### config.mk
export PLATFORM = sky130hd
export DESIGN_NAME = tms_maint_sync
export DESIGN_NICKNAME = d
export VERILOG_FILES = /design/src/hdl/tms_pkg.sv /design/src/hdl/tms_maint_sync.sv /design/src/hdl/tms_sync_tracker.sv
export SDC_FILE = /design/constraint.sdc
export NUM_CORES = 1
export LEC_CHECK = 0
export BUFFER_PORTS_ARGS = -buffer_cell sky130_fd_sc_hd__buf_2
export CAP_MARGIN = 20
export CELL_PAD_IN_SITES_DETAIL_PLACEMENT = 1
export CELL_PAD_IN_SITES_GLOBAL_PLACEMENT = 2
export CORE_MARGIN = 8
export CORE_UTILIZATION = 33
export DETAILED_ROUTE_END_ITERATION = 10
export PLACE_DENSITY = 0.95
export SYNTH_ARGS = -nofsm -noshare
export SYNTH_HDL_FRONTEND = slang
export SYNTH_HIERARCHICAL = 1
export SYNTH_SLANG_ARGS = --single-unit
### constraint.sdc
create_clock -name clk -period 3.99 [get_ports clk]
set_clock_uncertainty 0.15 [all_clocks]
set_input_delay 0.399 -clock clk [delete_from_list [all_inputs] [get_ports clk]]
set_output_delay 0.399 -clock clk [all_outputs]
set_load 0.05 [all_outputs]
### src/hdl/tms_pkg.sv
// Package for the translation-buffer maintenance and sync block.
// Assumes a single clock domain; shared by the top and the bank tracker.
package tms_pkg;
  // Context bank operation codes, one per maintenance register.
  typedef enum logic [3:0] {
    TMS_CB_INV_ALL = 4'h0,
    TMS_CB_INV_AS = 4'h1,
    TMS_CB_INV_ADDR = 4'h2,
    TMS_CB_INV_ADDR_ANY_AS = 4'h3,
    TMS_CB_INV_ADDR_ANY_AS_LEAF = 4'h4,
    TMS_CB_INV_ADDR_LEAF = 4'h5,
    TMS_CB_INV_IPA = 4'h6,
    TMS_CB_INV_IPA_LEAF = 4'h7,
    TMS_CB_SYNC = 4'h8
  } tms_cb_op_t;
  // Global space operation codes.
  typedef enum logic [3:0] {
    TMS_G_SEC_ALL = 4'h0,
    TMS_G_SEC_MON_ALL = 4'h1,
    TMS_G_HYP_ALL = 4'h2,
    TMS_G_NS_GUEST_ALL = 4'h3,
    TMS_G_SEC_MON_ADDR_LEAF = 4'h4,
    TMS_G_SEC_MON_ADDR = 4'h5,
    TMS_G_HYP_ADDR = 4'h6,
    TMS_G_HYP_ADDR_WIDE = 4'h7,
    TMS_G_HYP_ADDR_LEAF_WIDE = 4'h8,
    TMS_G_BY_VM = 4'h9,
    TMS_G_VM_FIRST_STAGE = 4'hA,
    TMS_G_SYNC = 4'hB
  } tms_g_op_t;
  // Broadcast message kinds.
  typedef enum logic [1:0] {
    TMS_BC_NS_GUEST_ALL = 2'h0,
    TMS_BC_BY_VM = 2'h1,
    TMS_BC_BY_AS = 2'h2,
    TMS_BC_SECURE = 2'h3
  } tms_bc_op_t;
  // Kind field of the invalidate command issued to the translation buffer.
  localparam logic [1:0] TMS_SRC_CB = 2'h0;
  localparam logic [1:0] TMS_SRC_GLOBAL = 2'h1;
  localparam logic [1:0] TMS_SRC_BCAST = 2'h2;
  localparam int TMS_CNT_W = 8;
  localparam logic [TMS_CNT_W-1:0] TMS_CNT_ZERO = 8'h00;
  localparam logic [TMS_CNT_W-1:0] TMS_CNT_ONE = 8'h01;
  localparam int TMS_STATUS_ACTIVE_BIT = 0;
endpackage

### src/hdl/tms_maint_sync.sv
// Translation-buffer maintenance and sync control for a translation unit.
// Assumes register decode outside turns writes into one-cycle strobes with
// an operation code and operand; the buffer reports retirement per source.
// Functional notes
// - Broadcast support is reported by an identification bit.
// - With private VM hint set, broadcasts naming a VMID may be dropped.
// - Broadcast non-secure guest invalidate-all is always honoured; a register invalidate in the same cycle drops it.
// - Private VM hint leaves secure broadcasts untouched.
// - Per-bank private AS hint lets broadcasts naming an ASID be dropped.
// - Bank writes to six stage 1 registers start invalidations.
// - Bank writes to two stage 2 registers start invalidations.
// - Bank sync write starts a sync; status shows active until done; bank status still reads idle in the cycle after the write.
// - Global writes to eleven registers start unit-wide invalidations.
// - Global sync covers its security state including its banks.
// - Global status completes once all earlier invalidations finish.
// - Posting writes are confirmed only by a later sync.
// - Invalidation done only when entries gone and users observed.
// - Nested stage 1 fetch counts as one transaction for stage 2.
// - Invalidation posts are always accepted, independent of traffic; a global post in the same cycle as a bank post is not issued.
// - Bank sync guarantees only that bank's invalidations.
// - Global sync guarantees its state's global and bank invalidations; secure covers all banks.
// - Global state is kept separately per security state.
// - Each context bank has independent tracking state.
`timescale 1ns/100ps
module tms_maint_sync
  import tms_pkg::*;
#(
  parameter int NUM_BANKS = 4,
  parameter int BANK_W = 2,
  parameter int OPND_W = 64,
  parameter bit BCAST_SUPPORTED = 1'b1
) (
  input wire logic clk,
  input wire logic rst_b,
  // Context bank register strobes.
  input wire logic cbWrite,
  input wire logic [BANK_W-1:0] cbIndex,
  input wire logic [3:0] cbOp,
  input wire logic [OPND_W-1:0] cbData,
  input wire logic [NUM_BANKS-1:0] bankSecure,
  input wire logic [NUM_BANKS-1:0] private_as_namespace_hint,
  // Global register strobes; secure selects the banked copy.
  input wire logic gWrite,
  input wire logic gSecure,
  input wire logic [3:0] gOp,
  input wire logic [OPND_W-1:0] gData,
  input wire logic private_vm_namespace_hint,
  // Broadcast maintenance messages from the interconnect.
  input wire logic bcValid,
  input wire logic [1:0] bcOp,
  input wire logic [BANK_W-1:0] bcBank,
  input wire logic [OPND_W-1:0] bcData,
  // Invalidate command to the translation buffer.
  output logic invValid,
  output logic [1:0] invSource,
  output logic [3:0] invOp,
  output logic [BANK_W-1:0] invBank,
  output logic invSecure,
  output logic [OPND_W-1:0] invOperand,
  // Retirement reports from the buffer: entries gone and users observed.
  input wire logic cbDone,
  input wire logic [BANK_W-1:0] cbDoneBank,
  input wire logic gDone,
  input wire logic gDoneSecure,
  // Status views.
  output logic broadcast_maint_supported,
  output logic [NUM_BANKS-1:0] cb_sync_state,
  output logic [1:0] global_sync_state
);
  logic [NUM_BANKS-1:0] bankSyncActive;
  logic [NUM_BANKS-1:0] bankIdle;
  logic [1:0] gSyncActive;
  logic [1:0] gIdle;
  logic [1:0] gSyncOpen;
  logic [1:0] gRelease;
  logic bcKeep;
  logic cbInv;
  logic gInv;
  logic gSyncHit;

  // Decodes an invalidate operation code from the bank space.
  function automatic logic cb_is_inv(input logic [3:0] op);
    cb_is_inv = (op <= TMS_CB_INV_IPA_LEAF);
  endfunction

  // Decodes an invalidate operation code from the global space.
  function automatic logic g_is_inv(input logic [3:0] op);
    g_is_inv = (op <= TMS_G_VM_FIRST_STAGE);
  endfunction

  assign cbInv = cbWrite && cb_is_inv(cbOp);
  assign gInv = gWrite && g_is_inv(gOp);
  assign gSyncHit = gWrite && (gOp == TMS_G_SYNC);

  ////////////////////////////////////////////////////////////////////////////
  // Broadcast filter. The VM hint only drops by-VM messages; the guest
  // invalidate-all and secure messages pass regardless.
  always_comb begin
    bcKeep = bcValid && BCAST_SUPPORTED;
    unique case (bcOp)
      TMS_BC_BY_VM: begin
        if (private_vm_namespace_hint) begin
          bcKeep = 1'b0;
        end
      end
      TMS_BC_BY_AS: begin
        if (private_as_namespace_hint[bcBank]) begin
          bcKeep = 1'b0;
        end
      end
      TMS_BC_NS_GUEST_ALL: begin
        bcKeep = bcValid && BCAST_SUPPORTED;
      end
      TMS_BC_SECURE: begin
        bcKeep = bcValid && BCAST_SUPPORTED;
      end
    endcase
  end

  ////////////////////////////////////////////////////////////////////////////
  // Command issue. Posts never wait on client traffic; the buffer must take
  // one command per cycle. Register posts win over broadcast in a clash.
  always_ff @(posedge clk) begin
    if (!rst_b) begin
      invValid <= 1'b0;
      invSource <= TMS_SRC_CB;
      invOp <= 4'h0;
      invBank <= '0;
      invSecure <= 1'b0;
      invOperand <= '0;
    end else begin
      invValid <= cbInv || gInv || bcKeep;
      if (cbInv) begin
        invSource <= TMS_SRC_CB;
        invOp <= cbOp;
        invBank <= cbIndex;
        invSecure <= bankSecure[cbIndex];
        invOperand <= cbData;
      end else if (gInv) begin
        invSource <= TMS_SRC_GLOBAL;
        invOp <= gOp;
        invBank <= '0;
        invSecure <= gSecure;
        invOperand <= gData;
      end else if (bcKeep) begin
        invSource <= TMS_SRC_BCAST;
        invOp <= {2'b00, bcOp};
        invBank <= bcBank;
        invSecure <= (bcOp == TMS_BC_SECURE);
        invOperand <= bcData;
      end
    end
  end

  ////////////////////////////////////////////////////////////////////////////
  // One tracker per bank; a bank sync waits only on its own posts.
  genvar b;
  generate
    for (b = 0; b < NUM_BANKS; b++) begin : g_bank
      tms_sync_tracker u_trk (
        .clk(clk),
        .rst_b(rst_b),
        .issue(cbInv && cbIndex == BANK_W'(b)),
        .done(cbDone && cbDoneBank == BANK_W'(b)),
        .syncReq(cbWrite && cbOp == TMS_CB_SYNC && cbIndex == BANK_W'(b)),
        .syncActive(bankSyncActive[b]),
        .idle(bankIdle[b])
      );
    end
  endgenerate

  ////////////////////////////////////////////////////////////////////////////
  // Global trackers banked by security state. A global sync also waits
  // for banks of its state (secure covers all banks); bank posts made
  // after the sync are covered too, a conservative but safe reading.
  genvar s;
  generate
    for (s = 0; s < 2; s++) begin : g_sec
      logic banksQuiet;
      always_comb begin
        banksQuiet = 1'b1;
        for (int i = 0; i < NUM_BANKS; i++) begin
          if (!bankIdle[i] && (s == 1 || !bankSecure[i])) begin
            banksQuiet = 1'b0;
          end
        end
      end
      tms_sync_tracker u_gtrk (
        .clk(clk),
        .rst_b(rst_b),
        .issue(gInv && gSecure == 1'(s)),
        .done(gDone && gDoneSecure == 1'(s)),
        .syncReq(gSyncHit && gSecure == 1'(s)),
        .syncActive(gSyncActive[s]),
        .idle(gIdle[s])
      );
      assign gRelease[s] = !gSyncActive[s] && banksQuiet;
    end
  endgenerate

  always_ff @(posedge clk) begin
    if (!rst_b) begin
      gSyncOpen <= 2'b00;
    end else begin
      for (int k = 0; k < 2; k++) begin
        if (gSyncHit && gSecure == 1'(k)) begin
          gSyncOpen[k] <= 1'b1;
        end else if (gSyncOpen[k] && gRelease[k]) begin
          gSyncOpen[k] <= 1'b0;
        end
      end
    end
  end

  ////////////////////////////////////////////////////////////////////////////
  // Status outputs, all registered.
  always_ff @(posedge clk) begin
    if (!rst_b) begin
      broadcast_maint_supported <= 1'b0;
      cb_sync_state <= '0;
      global_sync_state <= 2'b00;
    end else begin
      broadcast_maint_supported <= BCAST_SUPPORTED;
      cb_sync_state <= bankSyncActive;
      global_sync_state <= gSyncOpen | {gSecure, !gSecure} &
                           {2{gSyncHit}};
    end
  end

  property p_vm_drop;
    @(posedge clk) disable iff (!rst_b)
      (bcValid && bcOp == TMS_BC_BY_VM && private_vm_namespace_hint &&
       !cbInv && !gInv) |=> !invValid;
  endproperty
  a_vm_drop: assert property (p_vm_drop)
    else $error("by-VM broadcast issued despite private hint");

  property p_guest_all;
    @(posedge clk) disable iff (!rst_b)
      (bcValid && bcOp == TMS_BC_NS_GUEST_ALL && BCAST_SUPPORTED)
      |=> invValid;
  endproperty
  a_guest_all: assert property (p_guest_all)
    else $error("guest invalidate-all broadcast lost");

  property p_secure_bc;
    @(posedge clk) disable iff (!rst_b)
      (bcValid && bcOp == TMS_BC_SECURE && BCAST_SUPPORTED)
      |=> invValid;
  endproperty
  a_secure_bc: assert property (p_secure_bc)
    else $error("secure broadcast dropped");

  property p_as_drop;
    @(posedge clk) disable iff (!rst_b)
      (bcValid && bcOp == TMS_BC_BY_AS && private_as_namespace_hint[bcBank]
       && !cbInv && !gInv) |=> !invValid;
  endproperty
  a_as_drop: assert property (p_as_drop)
    else $error("by-AS broadcast issued despite private hint");

  property p_cb_post;
    @(posedge clk) disable iff (!rst_b)
      cbInv |=> (invValid && invSource == TMS_SRC_CB &&
                 invOperand == $past(cbData));
  endproperty
  a_cb_post: assert property (p_cb_post)
    else $error("bank invalidate not issued with its operand");

  property p_g_post;
    @(posedge clk) disable iff (!rst_b)
      (gInv && !cbInv) |=> (invValid && invSource == TMS_SRC_GLOBAL &&
                            invSecure == $past(gSecure));
  endproperty
  a_g_post: assert property (p_g_post)
    else $error("global invalidate not issued");

  property p_cb_sync_shown;
    @(posedge clk) disable iff (!rst_b)
      (cbWrite && cbOp == TMS_CB_SYNC) |=> ##1 cb_sync_state[$past(cbIndex,2)];
  endproperty
  a_cb_sync_shown: assert property (p_cb_sync_shown)
    else $error("bank sync not shown active");

  property p_g_sync_shown;
    @(posedge clk) disable iff (!rst_b)
      gSyncHit |=> global_sync_state[$past(gSecure)];
  endproperty
  a_g_sync_shown: assert property (p_g_sync_shown)
    else $error("global sync not shown active");

  property p_g_wait_banks;
    @(posedge clk) disable iff (!rst_b)
      (gSyncOpen[1] && bankIdle != {NUM_BANKS{1'b1}}) |=> gSyncOpen[1];
  endproperty
  a_g_wait_banks: assert property (p_g_wait_banks)
    else $error("secure global sync ended with bank work pending");

  property p_id_bit;
    @(posedge clk) disable iff (!rst_b)
      $past(rst_b) |-> (broadcast_maint_supported == BCAST_SUPPORTED);
  endproperty
  a_id_bit: assert property (p_id_bit)
    else $error("identification bit differs from the build option");

  property p_cb_fields;
    @(posedge clk) disable iff (!rst_b)
      cbInv |=> (invOp == $past(cbOp) && invBank == $past(cbIndex));
  endproperty
  a_cb_fields: assert property (p_cb_fields)
    else $error("bank invalidate issued with wrong code or bank");

  property p_cb_secure;
    @(posedge clk) disable iff (!rst_b)
      cbInv |=> (invSecure == $past(bankSecure[cbIndex]));
  endproperty
  a_cb_secure: assert property (p_cb_secure)
    else $error("bank invalidate issued with wrong security state");

  property p_g_fields;
    @(posedge clk) disable iff (!rst_b)
      (gInv && !cbInv) |=> (invOp == $past(gOp) &&
                            invOperand == $past(gData));
  endproperty
  a_g_fields: assert property (p_g_fields)
    else $error("global invalidate issued without its operand");

  property p_bc_fields;
    @(posedge clk) disable iff (!rst_b)
      (bcKeep && !cbInv && !gInv) |=> (invSource == TMS_SRC_BCAST &&
        invSecure == $past(bcOp == TMS_BC_SECURE) &&
        invOperand == $past(bcData));
  endproperty
  a_bc_fields: assert property (p_bc_fields)
    else $error("broadcast issued with wrong fields");

  property p_sync_no_cmd;
    @(posedge clk) disable iff (!rst_b)
      (!cbInv && !gInv && !bcKeep) |=> !invValid;
  endproperty
  a_sync_no_cmd: assert property (p_sync_no_cmd)
    else $error("command issued without an invalidate post");

  // A non-secure sync must not end while a non-secure bank still works.
  property p_ns_wait_banks;
    @(posedge clk) disable iff (!rst_b)
      (gSyncOpen[0] && (bankIdle | bankSecure) != {NUM_BANKS{1'b1}})
      |=> gSyncOpen[0];
  endproperty
  a_ns_wait_banks: assert property (p_ns_wait_banks)
    else $error("non-secure global sync ended with bank work pending");
endmodule

### src/hdl/tms_sync_tracker.sv
// Sync tracker for one invalidation resource (a bank or a security state).
// Assumes issue and done pulses come from logic on the same clock.
`timescale 1ns/100ps
module tms_sync_tracker
  import tms_pkg::*;
(
  input wire logic clk,
  input wire logic rst_b,
  input wire logic issue,
  input wire logic done,
  input wire logic syncReq,
  output logic syncActive,
  output logic idle
);
  logic [TMS_CNT_W-1:0] outstanding;
  logic [TMS_CNT_W-1:0] pending;
  logic [TMS_CNT_W-1:0] next_outstanding;

  ////////////////////////////////////////////////////////////////////////////
  // Issue and retire may meet in one cycle; both are counted.
  always_comb begin
    next_outstanding = outstanding;
    if (issue && !done) begin
      next_outstanding = outstanding + TMS_CNT_ONE;
    end else if (done && !issue && outstanding != TMS_CNT_ZERO) begin
      next_outstanding = outstanding - TMS_CNT_ONE;
    end
  end

  always_ff @(posedge clk) begin
    if (!rst_b) begin
      outstanding <= TMS_CNT_ZERO;
    end else begin
      outstanding <= next_outstanding;
    end
  end

  ////////////////////////////////////////////////////////////////////////////
  // A sync snapshots only the work posted before it; later posts do not
  // extend it, so a steady stream of posts cannot starve the sync.
  always_ff @(posedge clk) begin
    if (!rst_b) begin
      pending <= TMS_CNT_ZERO;
      syncActive <= 1'b0;
    end else if (syncReq) begin
      pending <= (done && outstanding != TMS_CNT_ZERO) ?
                 outstanding - TMS_CNT_ONE : outstanding;
      syncActive <= 1'b1;
    end else if (syncActive) begin
      if (pending == TMS_CNT_ZERO) begin
        syncActive <= 1'b0;
      end else if (done) begin
        pending <= pending - TMS_CNT_ONE;
      end
    end
  end

  assign idle = (outstanding == TMS_CNT_ZERO);

  property p_sync_clears;
    @(posedge clk) disable iff (!rst_b)
      (syncActive && pending == TMS_CNT_ZERO && !syncReq) |=> !syncActive;
  endproperty
  a_sync_clears: assert property (p_sync_clears)
    else $error("sync stayed active with nothing pending");

  property p_sync_holds;
    @(posedge clk) disable iff (!rst_b)
      (syncActive && pending > TMS_CNT_ONE) |=> syncActive;
  endproperty
  a_sync_holds: assert property (p_sync_holds)
    else $error("sync ended with work still pending");
endmodule

==> results.md <==
- Cell leakage power: a little under 7 nW
- RSZ-0062 raised after global routing: no
- CP Capture Type: register
- EDFF count, synth: 0
- Async SR Flop Fraction: 0%
- Vias per cell: 5.44
- Min Tclk post-route: roughly 2600 ps
- Post-Syn Area: ~13000 um^2
- First-pass DRT Iterations: 4
- Setup Buffers After CTS: 0
- Top Family by Delay on Critical Path: simple AND/OR/NAND/NOR gates
- Area Growth Syn to Fin: 19.2%
- Die Wd: roughly 210 um
- Power per cell area: roughly 430 nW/um^2
- Nets@finish: approximately 2.1k
- Hpwl dp: about 35 mm
- Final wirelength: about 46 mm
- Rel. slew slack: between 30% and 40%
- Buf/Inv on CP: 1
- Core region area: about 37000 um^2
- Critical path's slowest cell: or4b_1
- FF+latch count, synth: between 150 and 200
- CP cell instances: inv_1, ha_1, or4b_1, nor2_1, o22ai_1, o31a_1, o21a_1
- Mean Syn Cell Area: about 7.6 um^2
- First-pass GRT wire length: around 74 mm
- Synth top area share: 29.6%
- Kind of critical path: register to register
- Max-slew violations: 0
- GRT overflow: 0
- Max_cap viols: 0
- Largest net degree at the start of global routing: roughly 110
- IO Pins: around 310
- Number of clock sinks: around 190
- DRC viols: 0
- Initial antenna violation count: 3
- Clk root buf: clkbuf_16
- CP max stage delay: roughly 500 ps
- Initial Util: 33.4%
- Post-cts gate resize count: 0
- Worst slew pin tran: approximately 1000 ps
- Post-synth top area cell: dfxtp_1
- H-tree depth: 4
- 1st-iter DRT viols: between 500 and 600
- Cells after synthesis: 1648
- Crit path max fanout: 9
- Vias in the first global route: around 14k
- WP data required: 4200 ps
- Worst Path Arrival: 2790 ps
- Status: finished clean
- Fin area: about 15000 um^2
- Seq/Total Area, Yosys: just under 30%
- # fillers: 4735
- Placer Congestion: slightly below 0.9
- Netlist cell types: 70
- PortBufs: approximately 310
- Worst skew pair latency: approximately 460 ps
- Synth area leaders: dfxtp_1 (30%), nand2_1 (9.1%), mux2i_1 (4.6%)
- Startpoint types: register
- Final hold violations: 0
- Endpoints failing setup: 0
- Post-DP Area: 14300 um^2
- Maximum VDD drop: about 260 uV
- Via count: ~13k
- Synthesized net count: around 1.9k
- Die area: 44400 um^2
- TritonCTS clock tree: yes
- Routed Antenna Nets: 0
- Clk buf depth: 2
- Primary FF master, synth: dfxtp_1
- Clk slew on worst S/H paths: around 90 ps
- Rows: 71
- Die height: around 210 um
- Final Cycle Share: between 60% and 70%
- CTS buffer count: 17
- Yosys warns: 6
- Max Fclk: between 300 and 400 MHz
- Wirelength per Cell: between 15 and 20 um
- Worst hold-check path type: primary input to register
- Global Route Usage Sum: ~20%
- Share of cells above drive strength 1: a little under a quarter
- Setup TNS: 0 ps
- Hold Buf Count CTS: 0
-- worst paths after layout --
path	cells after the start	slack, ps	startpoint	to
min	4	190	cbOp[2]	invOp[2]
max reg2reg	7	1410	g_bank[1].u_trk/outstanding[0]	gSyncOpen[0]
min reg2reg	2	320	invOp[1]	invOp[1]
max	7	1410	g_bank[1].u_trk/outstanding[0]	gSyncOpen[0]
-- Yosys cell counts, types with 18 or more instances --
master    instances
a211oi_1         32
a21o_1           64
a21oi_1          48
a31oi_1          70
buf_2            21
clkbuf_1         87
dfxtp_1         185
ha_1             33
inv_1            44
mux2i_1          57
nand2_1         303
nand2b_1         27
nand3_1          32
nor2_1          102
nor3_1          113
nor3b_1          20
o21ai_0          85
o22ai_1          27
or3_1            20
xor2_1           18
-- placed cells by master (no fill, tap or decap), types with 9 or more instances in the layout --
cell | netlist | routed
nand2_1 | 303 | 302
nor4_2 | 10 | 10
a21oi_1 | 48 | 47
a211oi_1 | 32 | 32
o21ai_0 | 85 | 85
o221a_2 | 16 | 16
nand4_1 | 12 | 12
nor4b_1 | 16 | 16
nor2_1 | 102 | 102
or3_1 | 20 | 20
nor2b_1 | 11 | 11
dfxtp_1 | 185 | 185
ha_1 | 33 | 33
nand2b_1 | 27 | 26
o22ai_1 | 27 | 27
mux2_2 | 10 | 10
buf_2 | 21 | 305
xor2_1 | 18 | 18
nor4_1 | 12 | 12
and2_1 | 9 | 9
a21o_1 | 64 | 64
mux2i_1 | 57 | 57
buf_4 | 0 | 15
nor3b_1 | 20 | 20
clkbuf_16 | 0 | 17
inv_1 | 44 | 44
a31oi_1 | 70 | 70
and3_1 | 11 | 11
xnor2_1 | 14 | 14
nor3_1 | 113 | 111
nand3_1 | 32 | 32
-- metal layers --
layer,GRT usage (%),wire length (um),up-vias
met5,0,13,-
met4,9.15,1790,2
met3,5.92,3050,75
met2,34.6,21900,336
met1,23.5,19100,6233
li1,-,-,6382
-- cell type report --
type	count	area [um^2]	area share [%]
clock inverters	14	150	1.01
multi-input cells	1293	8110	54.3
repair buffers	325	1720	11.5
inverters	45	169	1.13
clock buffers	18	429	2.88
flip-flops and latches	185	3700	24.8
well taps	511	639	4.28
diodes	2	5.00	0.0335
-- sequential cells by signal, summed over array words and instances (netlist names) --
signal                     flops
g_sec.u_gtrk/syncActive        2
broadcast_maint_supported      1
g_bank.u_trk/outstanding      32
global_sync_state              2
g_bank.u_trk/pending          32
g_sec.u_gtrk/pending          16
invBank                        2
invValid                       1
cb_sync_state                  4
g_bank.u_trk/syncActive        4
g_sec.u_gtrk/outstanding      16
invOp                          4
invSource                      2
invOperand                    64
gSyncOpen                      2
invSecure                      1
-- report_power, final --
group / leakage (nW) / switching, mW / internal, mW
logic: 4.95 / 1.55 / 0.898
registers: 1.51 / 0.259 / 2.02
clock network: 0.282 / 0.839 / 0.890
-- through the flow --
| stage | instances | utilization, % | setup slack, ps | power, mW | hold WS (ps) |
|---|---|---|---|---|---|
| final | 2393 | 39.8 | 1410 | 6.45 | 193 |
| after global placement | 2358 | 38.2 | 1320 | 4.66 | 292 |
| after CTS | 2390 | 39.8 | 1410 | 6.50 | 172 |
| after detailed placement | 2358 | 38.2 | 1240 | 4.74 | 309 |
| after floorplan | 1648 | - | 1520 | 4.06 | 277 |
| after global routing | 2392 | 39.8 | 1290 | 6.82 | 189 |
-- kinds of logic (layout without fill, tap and decap cells) --
| group | Yosys count | in the layout | share of synthesized area, % |
|---|---|---|---|
| xor gates and xnor gates | 32 | 32 | 2.24 |
| other | 0 | 2 | 0 |
| buffers and inverters | 170 | 402 | 6.03 |
| muxes | 69 | 69 | 5.64 |
| and+or+nand+nor | 746 | 746 | 30.7 |
| AOI/OAI and AO/OA | 413 | 413 | 22.5 |
| DFF | 185 | 185 | 29.6 |
| adders and majority gates | 33 | 33 | 3.30 |
-- worst register-to-register path, delay by kind of cell, from the launching register on --
family                   cells  cell delay, ps
flip-flops                   1             410
AO/OA/AOI/OAI                3             730
AND/OR/NAND/NOR              2             820
adder cells (fa/ha/maj)      1             210
buffers and inverters        1             180
No activity file was read; power rests on OpenSTA's default activity.
